[src/include/mdmctl_pkg.sv]
// Package of constants and types for the MDIO management controller
package mdmctl_pkg;
   // ----------------------------------------
   // Frame layout
   // ----------------------------------------
   localparam int PREAMBLE_BITS = 32;
   localparam logic [1:0] START_CODE = 2'h1;
   localparam logic [1:0] OP_READ = 2'h2;
   localparam logic [1:0] OP_WRITE = 2'h1;
   localparam logic [1:0] TA_WRITE = 2'h2;
   localparam int ADDR_BITS = 5;
   localparam int DATA_BITS = 16;
   localparam int HDR_BITS = 14;
   localparam int IDLE_BITS = 1;
   // ----------------------------------------
   // Device register map
   // ----------------------------------------
   localparam logic [4:0] BASIC_STATUS_REG = 5'h01;
   localparam logic [4:0] MANAGEMENT_CONTROL_REG = 5'h14;
   localparam int STATUS_PRE_SUPP_BIT = 6;
   localparam int CONTROL_PRE_SUPP_BIT = 1;
   // ----------------------------------------
   // Timing
   // ----------------------------------------
   localparam int REF_CLK_PERIOD_PS = 4000;
   localparam int MDC_HALF_MIN_NS = 160;
   localparam int MDC_PERIOD_MIN_NS = 400;
   localparam int MDC_HALF_CYCLES_RAW = (MDC_HALF_MIN_NS * 1000 + REF_CLK_PERIOD_PS - 1) / REF_CLK_PERIOD_PS;
   localparam int MDC_PER_HALF_CYCLES = (MDC_PERIOD_MIN_NS * 1000 + 2 * REF_CLK_PERIOD_PS - 1)
      / (2 * REF_CLK_PERIOD_PS);
   localparam int MDC_HALF_CYCLES = (MDC_HALF_CYCLES_RAW > MDC_PER_HALF_CYCLES) ?
      MDC_HALF_CYCLES_RAW : MDC_PER_HALF_CYCLES;
   typedef enum logic [2:0] {
      MDMCTL_IDLE, MDMCTL_PRE, MDMCTL_HDR, MDMCTL_TA, MDMCTL_DATA, MDMCTL_END
   } mdmctl_state_t;
endpackage : mdmctl_pkg

[src/include/mdmctl_tick_if.sv]
// Interface carrying the management clock phase strobes
`timescale 1ns/10ps
interface mdmctl_tick_if;
   logic run;
   logic rise;
   logic fall;
   logic mdc;
   modport gen (input run, output rise, output fall, output mdc);
   modport use_p (output run, input rise, input fall, input mdc);
endinterface : mdmctl_tick_if

[src/rtl/mdmctl_master.sv]
// Station management controller driving the MDC and MDIO pins
// Notes on behaviour
// - The controller alone makes the management clock; the device never drives it.
// - Each data bit is captured on the rising management clock edge.
// - A preamble is thirty-two ones, one per management clock.
// - After the preamble comes start pattern 0 then 1.
// - Opcode 10 reads, 01 writes; it sets transfer direction.
// - Five-bit PHY then five-bit register address, MSB first.
// - Write turnaround is one then zero, driven by the controller.
// - Read turnaround: line released first bit, device drives zero second.
// - Sixteen data bits: controller supplies on write, device on read.
// - Every frame ends with at least one undriven idle bit.
// - First transaction after reset carries full preamble; later may omit.
`timescale 1ns/10ps
module mdmctl_master #(
   parameter int HALF_CYCLES = mdmctl_pkg::MDC_HALF_CYCLES
) (
   input wire logic ref_clk,
   input wire logic rst_n,
   input wire logic cmd_valid,
   output logic cmd_ready,
   input wire logic cmd_read,
   input wire logic [4:0] cmd_phy,
   input wire logic [4:0] cmd_reg,
   input wire logic [15:0] cmd_wdata,
   input wire logic cmd_no_pre,
   output logic rsp_valid,
   output logic [15:0] rsp_rdata,
   output logic rsp_ta_err,
   output logic mdc,
   input wire logic mdio_i,
   output logic mdio_o,
   output logic mdio_oe
);
   // ----------------------------------------
   // Clock divider
   // ----------------------------------------
   mdmctl_tick_if tk ();
   mdmctl_clkgen #(.HALF_CYCLES(HALF_CYCLES)) u_clkgen (
      .ref_clk(ref_clk),
      .rst_n(rst_n),
      .tk(tk)
   );
   mdmctl_pkg::mdmctl_state_t state_q;
   logic [5:0] cnt_q;
   logic [13:0] hdr_q;
   logic [15:0] wsh_q;
   logic [15:0] rsh_q;
   logic is_read_q;
   logic pre_done_q;
   logic mdio_s1_q;
   logic mdio_s2_q;
   logic mdc_q;
   logic ta_bad_q;
   logic take;
   assign take = (state_q == mdmctl_pkg::MDMCTL_IDLE) && cmd_valid;
   assign tk.run = (state_q != mdmctl_pkg::MDMCTL_IDLE);
   // ----------------------------------------
   // Pin input synchroniser
   // ----------------------------------------
   always_ff @(posedge ref_clk or negedge rst_n) begin
      if (!rst_n) begin
         mdio_s1_q <= 1'b1;
         mdio_s2_q <= 1'b1;
      end else begin
         mdio_s1_q <= mdio_i;
         mdio_s2_q <= mdio_s1_q;
      end
   end
   // Management clock output, registered; no other party drives it
   always_ff @(posedge ref_clk or negedge rst_n) begin
      if (!rst_n) begin
         mdc_q <= 1'b0;
      end else begin
         mdc_q <= tk.mdc;
      end
   end
   assign mdc = mdc_q;
   // ----------------------------------------
   // Frame sequencer
   // ----------------------------------------
   // Bits change on falling edges so the device samples them mid-bit on rising edges
   always_ff @(posedge ref_clk or negedge rst_n) begin
      if (!rst_n) begin
         state_q <= mdmctl_pkg::MDMCTL_IDLE;
         cnt_q <= 6'h00;
      end else if (take) begin
         // Suppression only honoured after a first full-preamble frame
         if (cmd_no_pre && pre_done_q) begin
            state_q <= mdmctl_pkg::MDMCTL_HDR;
            cnt_q <= 6'(mdmctl_pkg::HDR_BITS - 1);
         end else begin
            state_q <= mdmctl_pkg::MDMCTL_PRE;
            cnt_q <= 6'(mdmctl_pkg::PREAMBLE_BITS - 1);
         end
      end else if (tk.fall) begin
         unique case (state_q)
            mdmctl_pkg::MDMCTL_IDLE: begin
               cnt_q <= 6'h00;
            end
            mdmctl_pkg::MDMCTL_PRE: begin
               if (cnt_q == 6'h00) begin
                  state_q <= mdmctl_pkg::MDMCTL_HDR;
                  cnt_q <= 6'(mdmctl_pkg::HDR_BITS - 1);
               end else begin
                  cnt_q <= cnt_q - 6'h01;
               end
            end
            mdmctl_pkg::MDMCTL_HDR: begin
               if (cnt_q == 6'h00) begin
                  state_q <= mdmctl_pkg::MDMCTL_TA;
                  cnt_q <= 6'h01;
               end else begin
                  cnt_q <= cnt_q - 6'h01;
               end
            end
            mdmctl_pkg::MDMCTL_TA: begin
               if (cnt_q == 6'h00) begin
                  state_q <= mdmctl_pkg::MDMCTL_DATA;
                  cnt_q <= 6'(mdmctl_pkg::DATA_BITS - 1);
               end else begin
                  cnt_q <= cnt_q - 6'h01;
               end
            end
            mdmctl_pkg::MDMCTL_DATA: begin
               if (cnt_q == 6'h00) begin
                  state_q <= mdmctl_pkg::MDMCTL_END;
                  cnt_q <= 6'(mdmctl_pkg::IDLE_BITS - 1);
               end else begin
                  cnt_q <= cnt_q - 6'h01;
               end
            end
            mdmctl_pkg::MDMCTL_END: begin
               if (cnt_q == 6'h00) begin
                  state_q <= mdmctl_pkg::MDMCTL_IDLE;
               end else begin
                  cnt_q <= cnt_q - 6'h01;
               end
            end
         endcase
      end
   end
   always_ff @(posedge ref_clk or negedge rst_n) begin
      if (!rst_n) begin
         pre_done_q <= 1'b0;
      end else if (state_q == mdmctl_pkg::MDMCTL_HDR) begin
         pre_done_q <= 1'b1;
      end
   end
   // ----------------------------------------
   // Transmit shifters
   // ----------------------------------------
   always_ff @(posedge ref_clk or negedge rst_n) begin
      if (!rst_n) begin
         hdr_q <= 14'h0000;
         wsh_q <= 16'h0000;
         is_read_q <= 1'b0;
      end else if (take) begin
         // Start, opcode, PHY address, register address, all MSB first
         hdr_q <= {mdmctl_pkg::START_CODE,
            cmd_read ? mdmctl_pkg::OP_READ : mdmctl_pkg::OP_WRITE,
            cmd_phy, cmd_reg};
         wsh_q <= cmd_wdata;
         is_read_q <= cmd_read;
      end else if (tk.fall) begin
         if (state_q == mdmctl_pkg::MDMCTL_HDR && cnt_q != 6'h00) begin
            hdr_q <= {hdr_q[12:0], 1'b0};
         end
         if (state_q == mdmctl_pkg::MDMCTL_DATA && cnt_q != 6'h00) begin
            wsh_q <= {wsh_q[14:0], 1'b0};
         end
      end
   end
   // Pin drive follows state; released during read turnaround, read data and idle
   always_ff @(posedge ref_clk or negedge rst_n) begin
      if (!rst_n) begin
         mdio_o <= 1'b1;
         mdio_oe <= 1'b0;
      end else begin
         unique case (state_q)
            mdmctl_pkg::MDMCTL_PRE: begin
               mdio_o <= 1'b1;
               mdio_oe <= 1'b1;
            end
            mdmctl_pkg::MDMCTL_HDR: begin
               mdio_o <= hdr_q[13];
               mdio_oe <= 1'b1;
            end
            mdmctl_pkg::MDMCTL_TA: begin
               mdio_o <= mdmctl_pkg::TA_WRITE[cnt_q[0]];
               mdio_oe <= !is_read_q;
            end
            mdmctl_pkg::MDMCTL_DATA: begin
               mdio_o <= wsh_q[15];
               mdio_oe <= !is_read_q;
            end
            mdmctl_pkg::MDMCTL_IDLE, mdmctl_pkg::MDMCTL_END: begin
               mdio_o <= 1'b1;
               mdio_oe <= 1'b0;
            end
         endcase
      end
   end
   // ----------------------------------------
   // Receive path
   // ----------------------------------------
   // Sampled on the rising edge; a line left high by the pull-up reads as ones,
   // so an absent device shows as a turnaround error with data 16'hFFFF
   always_ff @(posedge ref_clk or negedge rst_n) begin
      if (!rst_n) begin
         rsh_q <= 16'h0000;
         ta_bad_q <= 1'b0;
      end else if (take) begin
         ta_bad_q <= 1'b0;
      end else if (tk.rise && is_read_q) begin
         if (state_q == mdmctl_pkg::MDMCTL_TA && cnt_q == 6'h00) begin
            ta_bad_q <= mdio_s2_q;
         end
         if (state_q == mdmctl_pkg::MDMCTL_DATA) begin
            rsh_q <= {rsh_q[14:0], mdio_s2_q};
         end
      end
   end
   // ----------------------------------------
   // Command handshake and result
   // ----------------------------------------
   always_ff @(posedge ref_clk or negedge rst_n) begin
      if (!rst_n) begin
         cmd_ready <= 1'b0;
      end else begin
         cmd_ready <= (state_q == mdmctl_pkg::MDMCTL_IDLE) && !take;
      end
   end
   always_ff @(posedge ref_clk or negedge rst_n) begin
      if (!rst_n) begin
         rsp_valid <= 1'b0;
         rsp_rdata <= 16'h0000;
         rsp_ta_err <= 1'b0;
      end else begin
         rsp_valid <= 1'b0;
         if (tk.fall && state_q == mdmctl_pkg::MDMCTL_END && cnt_q == 6'h00) begin
            rsp_valid <= 1'b1;
            rsp_rdata <= is_read_q ? rsh_q : 16'h0000;
            rsp_ta_err <= is_read_q && ta_bad_q;
         end
      end
   end
endmodule : mdmctl_master

[src/rtl/mdmctl_clkgen.sv]
// Divider that makes the management clock and its edge strobes
`timescale 1ns/10ps
module mdmctl_clkgen #(
   parameter int HALF_CYCLES = mdmctl_pkg::MDC_HALF_CYCLES
) (
   input wire logic ref_clk,
   input wire logic rst_n,
   mdmctl_tick_if.gen tk
);
   logic [7:0] cnt_q;
   logic mdc_q;
   logic wrap;
   assign wrap = (cnt_q == 8'(HALF_CYCLES - 1));
   always_ff @(posedge ref_clk or negedge rst_n) begin
      if (!rst_n) begin
         cnt_q <= 8'h00;
      end else if (!tk.run || wrap) begin
         cnt_q <= 8'h00;
      end else begin
         cnt_q <= cnt_q + 8'h01;
      end
   end
   // Clock parks low between frames so each frame begins with a full low half
   always_ff @(posedge ref_clk or negedge rst_n) begin
      if (!rst_n) begin
         mdc_q <= 1'b0;
      end else if (tk.run && wrap) begin
         mdc_q <= ~mdc_q;
      end else if (!tk.run) begin
         mdc_q <= 1'b0;
      end
   end
   assign tk.rise = tk.run && wrap && !mdc_q;
   assign tk.fall = tk.run && wrap && mdc_q;
   assign tk.mdc = mdc_q;
endmodule : mdmctl_clkgen

[config.mk]
export PLATFORM = sky130hd
export DESIGN_NAME = mdmctl_master
export DESIGN_NICKNAME = d
export VERILOG_FILES = /design/src/include/mdmctl_pkg.sv /design/src/include/mdmctl_tick_if.sv /design/src/rtl/mdmctl_master.sv /design/src/rtl/mdmctl_clkgen.sv
export SDC_FILE = /design/constraint.sdc
export NUM_CORES = 1
export LEC_CHECK = 0
export ABC_AREA = 1
export BUFFER_PORTS_ARGS = -buffer_cell sky130_fd_sc_hd__buf_2
export CAP_MARGIN = 10
export CORE_UTILIZATION = 28
export DETAILED_ROUTE_END_ITERATION = 8
export PLACE_DENSITY = 0.43
export RECOVER_POWER = 100
export SLEW_MARGIN = 20
export SYNTH_ARGS = -nofsm -noshare
export SYNTH_HDL_FRONTEND = slang
export SYNTH_SLANG_ARGS = --single-unit
[constraint.sdc]
create_clock -name ref_clk -period 3.1 [get_ports ref_clk]
set_input_delay 0.155 -clock ref_clk [delete_from_list [all_inputs] [get_ports ref_clk]]
set_output_delay 0.155 -clock ref_clk [all_outputs]
set_load 0.01 [all_outputs]
==> flow_metrics.py <==
metrics = {
    "routing": {
        "drt-initial-drc-count": 181,
        "drc": 0,
        "dr.pass1.iters": 5,
        "totalWireLength_mm": 9.73,
        "viasPerCell": 4.39,
        "detail_route.wl_per_cell_um": 12.3,
        "final_antenna_net_count": 0,
        "via_count": 3481,
    },
    "worst_setup_path": {
        "critPathMaxFanout": 40,
        "max_stage_delay_ns": 0.66,
        "cp.arrival_ns": 2.57,
        "critPathLaunchType": "register",
        "endpoint": "hdr_q[10]",
        "rr_endpoint": "hdr_q[10]",
        "r2r_slack_ns": 0.74,
        "endpoint_kind": "register",
        "regToRegStartpoint": "state_q[0]",
        "path_cells": "nor2_1 -> nand2_1 -> nor2_1 -> clkbuf_2 -> nand2_1 -> o21ai_0 -> o21ai_0",
        "reg2reg_depth": 7,
        "setup.worst_path.class": "reg2reg",
        "startpoint": "state_q[0]",
        "cp.required_ns": 3.31,
        "cp_slowest_cell": "clkbuf_2",
    },
    "grt": {
        "globalRoute.totalOverflow": 0,
        "grt_pass1_vias": 3493,
        "grtUsageTotal_pct": 13.2,
        "grt_first_pass_wirelength_mm": 16.8,
        "antenna_found_initial": 0,
        "grt_max_degree": 92,
    },
    "power": {
        "seq_power_share_pct": 42.6,
        "swShare_pct": 38.1,
        "cell_internal_pwr_w": 0.00233,
        "vdd_drop_max_mv": 0.359,
        "power.density_mw_per_mm2": 741,
        "leakage_nw": 2.52,
        "combPwrFrac_pct": 29.7,
        "p_clk_share_pct": 27.7,
        "switchingPower_w": 0.00143,
    },
    "synthesis": {
        "synthCells": 526,
        "synth_top_area_share_pct": 49.8,
        "yosys.cell_types.count": 35,
        "synth_seq_cells": 91,
        "synthTopCellsByArea": "dfrtp_1 50%, nand2_1 16%, nand3_1 3.4%",
        "syn_area_per_cell_um2": 8.40,
        "yosys_warnings": 0,
        "yosysSeqAreaShare_pct": 51.6,
        "synth_fp_nets": 562,
        "synth_area_mm2": 0.00442,
        "synth.largest_area_cell": "dfrtp_1",
    },
    "status": {
        "status": "complete, no violations",
    },
    "die": {
        "ios": 54,
        "coreArea_mm2": 0.0153,
        "initial_core_util_pct": 28.8,
        "fp.dieW_um": 128,
        "dieArea_mm2": 0.0163,
        "dieHeight_um": 128,
        "rows": 45,
    },
    "timing": {
        "setup_tns_ns": 0,
        "max_clock_freq_ghz": 0.424,
        "final-max-slew-violation-count": 0,
        "finalClockSkew_ns": 0.00919,
        "fin_crit_sh_pct": 76.1,
        "tightestPinTransition_ns": 0.799,
        "min_period_ns": 2.36,
        "relSlewSlack_pct": 46.7,
        "rsz0062_at_grt": "false",
        "finalHoldViolations": 0,
        "finalSetupViolations": 0,
    },
    "hold_path": {
        "hold_path_class": "in2reg",
    },
    "clocking": {
        "cts_sinks": 91,
        "cts-root-buf": "clkbuf_16",
        "clk_latency_ns": 0.35,
        "htreeDepth": 3,
        "cts_tree": "done",
        "numCtsBuffers": 9,
        "clk_pin_slew_worst_paths_ns": 0.06,
        "cts_buffer_depth": 2,
        "post_cts_resized": 0,
    },
    "finish": {
        "antenna_cells": 0,
        "final_net_count": 613,
        "fin_cells": 793,
        "drive_gt1_share_pct": 14.3,
        "area_growth_pct": 15.0,
    },
    "placement": {
        "dp.cells": 773,
        "gp_routability_congestion": 0.745,
        "port_buffers": 53,
        "dp_hpwl_mm": 6.43,
    },
    "job": {
        "cap_violations": 0,
    },
}
[registers in the layout, summed over array words and instances (netlist names)]
| register | cells |
|---|---|
| rsh_q | 16 |
| mdc | 1 |
| rsp_ta_err | 1 |
| rsp_rdata | 16 |
| mdio_s1_q | 1 |
| cnt_q | 6 |
| is_read_q | 1 |
| ta_bad_q | 1 |
| cmd_ready | 1 |
| mdio_s2_q | 1 |
| wsh_q | 16 |
| pre_done_q | 1 |
| mdio_o | 1 |
| hdr_q | 14 |
| u_clkgen.cnt_q | 8 |
| mdio_oe | 1 |
| state_q | 3 |
| rsp_valid | 1 |
| u_clkgen.tk.mdc | 1 |
[routing by layer]
| layer | global-route usage (%) | vias to the layer above | part of all wire, % |
|---|---|---|---|
| li1 | - | 1774 | - |
| met1 | 17.4 | 1629 | 50 |
| met2 | 20.6 | 68 | 44 |
| met3 | 3.73 | 10 | 4.4 |
| met4 | 4.98 | 0 | 1.5 |
| met5 | 0 | - | 0 |
[layout make-up]
cell class	instances	area, um^2
flip-flops and latches	91	2280
well taps	211	264
clock buffers	11	243
clock inverters	5	38.8
inverters	43	164
multi-input cells	372	1780
repair buffers	60	309
fillers	1662	10200
[cells in the mapped netlist, drive strengths merged]
master	instances
o21ai	37
o2111ai	1
clkbuf	3
inv	43
o22ai	6
xnor2	1
and3	1
nand2	197
xor2	2
dfrtp	88
or2	1
nand3b	1
buf	17
mux2i	2
nor2	47
dfstp	3
nor3	4
nand3	43
ha	4
a22oi	1
a21oi	21
nand4	3
[timing repair]
item	in CTS	in global routing
setup buffers	0	0
hold endpoints to repair	91	0
hold buffers	4	0
[critical path, delay by kind of cell (launching register included)]
kind	cells	cell delay [ns]
and+or+nand+nor	4	0.81
DFF	1	0.50
buffers and inverters	1	0.66
AOI/OAI and AO/OA	2	0.24
[power by group through the flow]
stage          clock, W  sequential, W  combinational [W]
2_1_floorplan         0        0.00155            0.00100
3_3_place_gp          0        0.00163            0.00117
3_5_place_dp          0        0.00163            0.00118
4_1_cts         0.00109        0.00161            0.00119
5_1_grt         0.00114        0.00164            0.00129
6_report        0.00104        0.00161            0.00112
[layout by cell type (no fill, tap or decap), drive strengths merged]
cell,netlist,routed
clkbuf,3,35
nor2,47,47
nand4,3,3
dlygate4sd3,0,4
a22oi,1,1
nand2,197,197
xor2,2,2
and3,1,1
nand3,43,43
o2111ai,1,1
mux2i,2,2
clkinv,0,1
inv,43,43
clkinvlp,0,4
nand3b,1,1
o21ai,37,37
dfrtp,88,88
dfstp,3,3
buf,17,32
a21oi,21,21
nor3,4,4
ha,4,4
or2,1,1
o22ai,6,6
xnor2,1,1
[how the worst min path moves through the flow]
stage | depth (start not counted) | start | endpoint | slack [ns]
floorplan | 0 | rst_n | cmd_ready | -0.14
global placement | 2 | rst_n | rsp_rdata[12] | 0.25
detailed placement | 2 | rst_n | rsp_rdata[12] | 0.25
CTS | 3 | cmd_wdata[0] | wsh_q[0] | 0.006
global route | 3 | cmd_wdata[0] | wsh_q[0] | 0.02
finish | 3 | cmd_wdata[0] | wsh_q[0] | 0.01
[per-stage QoR]
step	cell area, um^2	util, %	setup WS, ns	power, W	hold slack, ns
2_1_floorplan	4420	-	1.43	0.00255	-0.141
3_3_place_gp	4840	31.6	1.04	0.00280	0.250
3_5_place_dp	4840	31.6	0.965	0.00281	0.251
4_1_cts	5160	33.7	0.953	0.00388	0.00594
5_1_grt	5080	33.2	0.455	0.00408	0.0200
6_report	5080	33.2	0.742	0.00377	0.0111
[kinds of logic (layout without fill, tap and decap cells)]
kind of cell             count (synthesis)  count (layout)  synth area share (%)
AND/OR/NAND/NOR                        297             297                  31.3
flip-flops                              91              91                  51.6
AO/OA/AOI/OAI                           66              66                  7.79
buffers and inverters                   63             119                  7.08
adder cells (fa/ha/maj)                  4               4                  1.13
XOR/XNOR                                 3               3                 0.595
multiplexers                             2               2                 0.453
(Power assumes the default switching activity.)
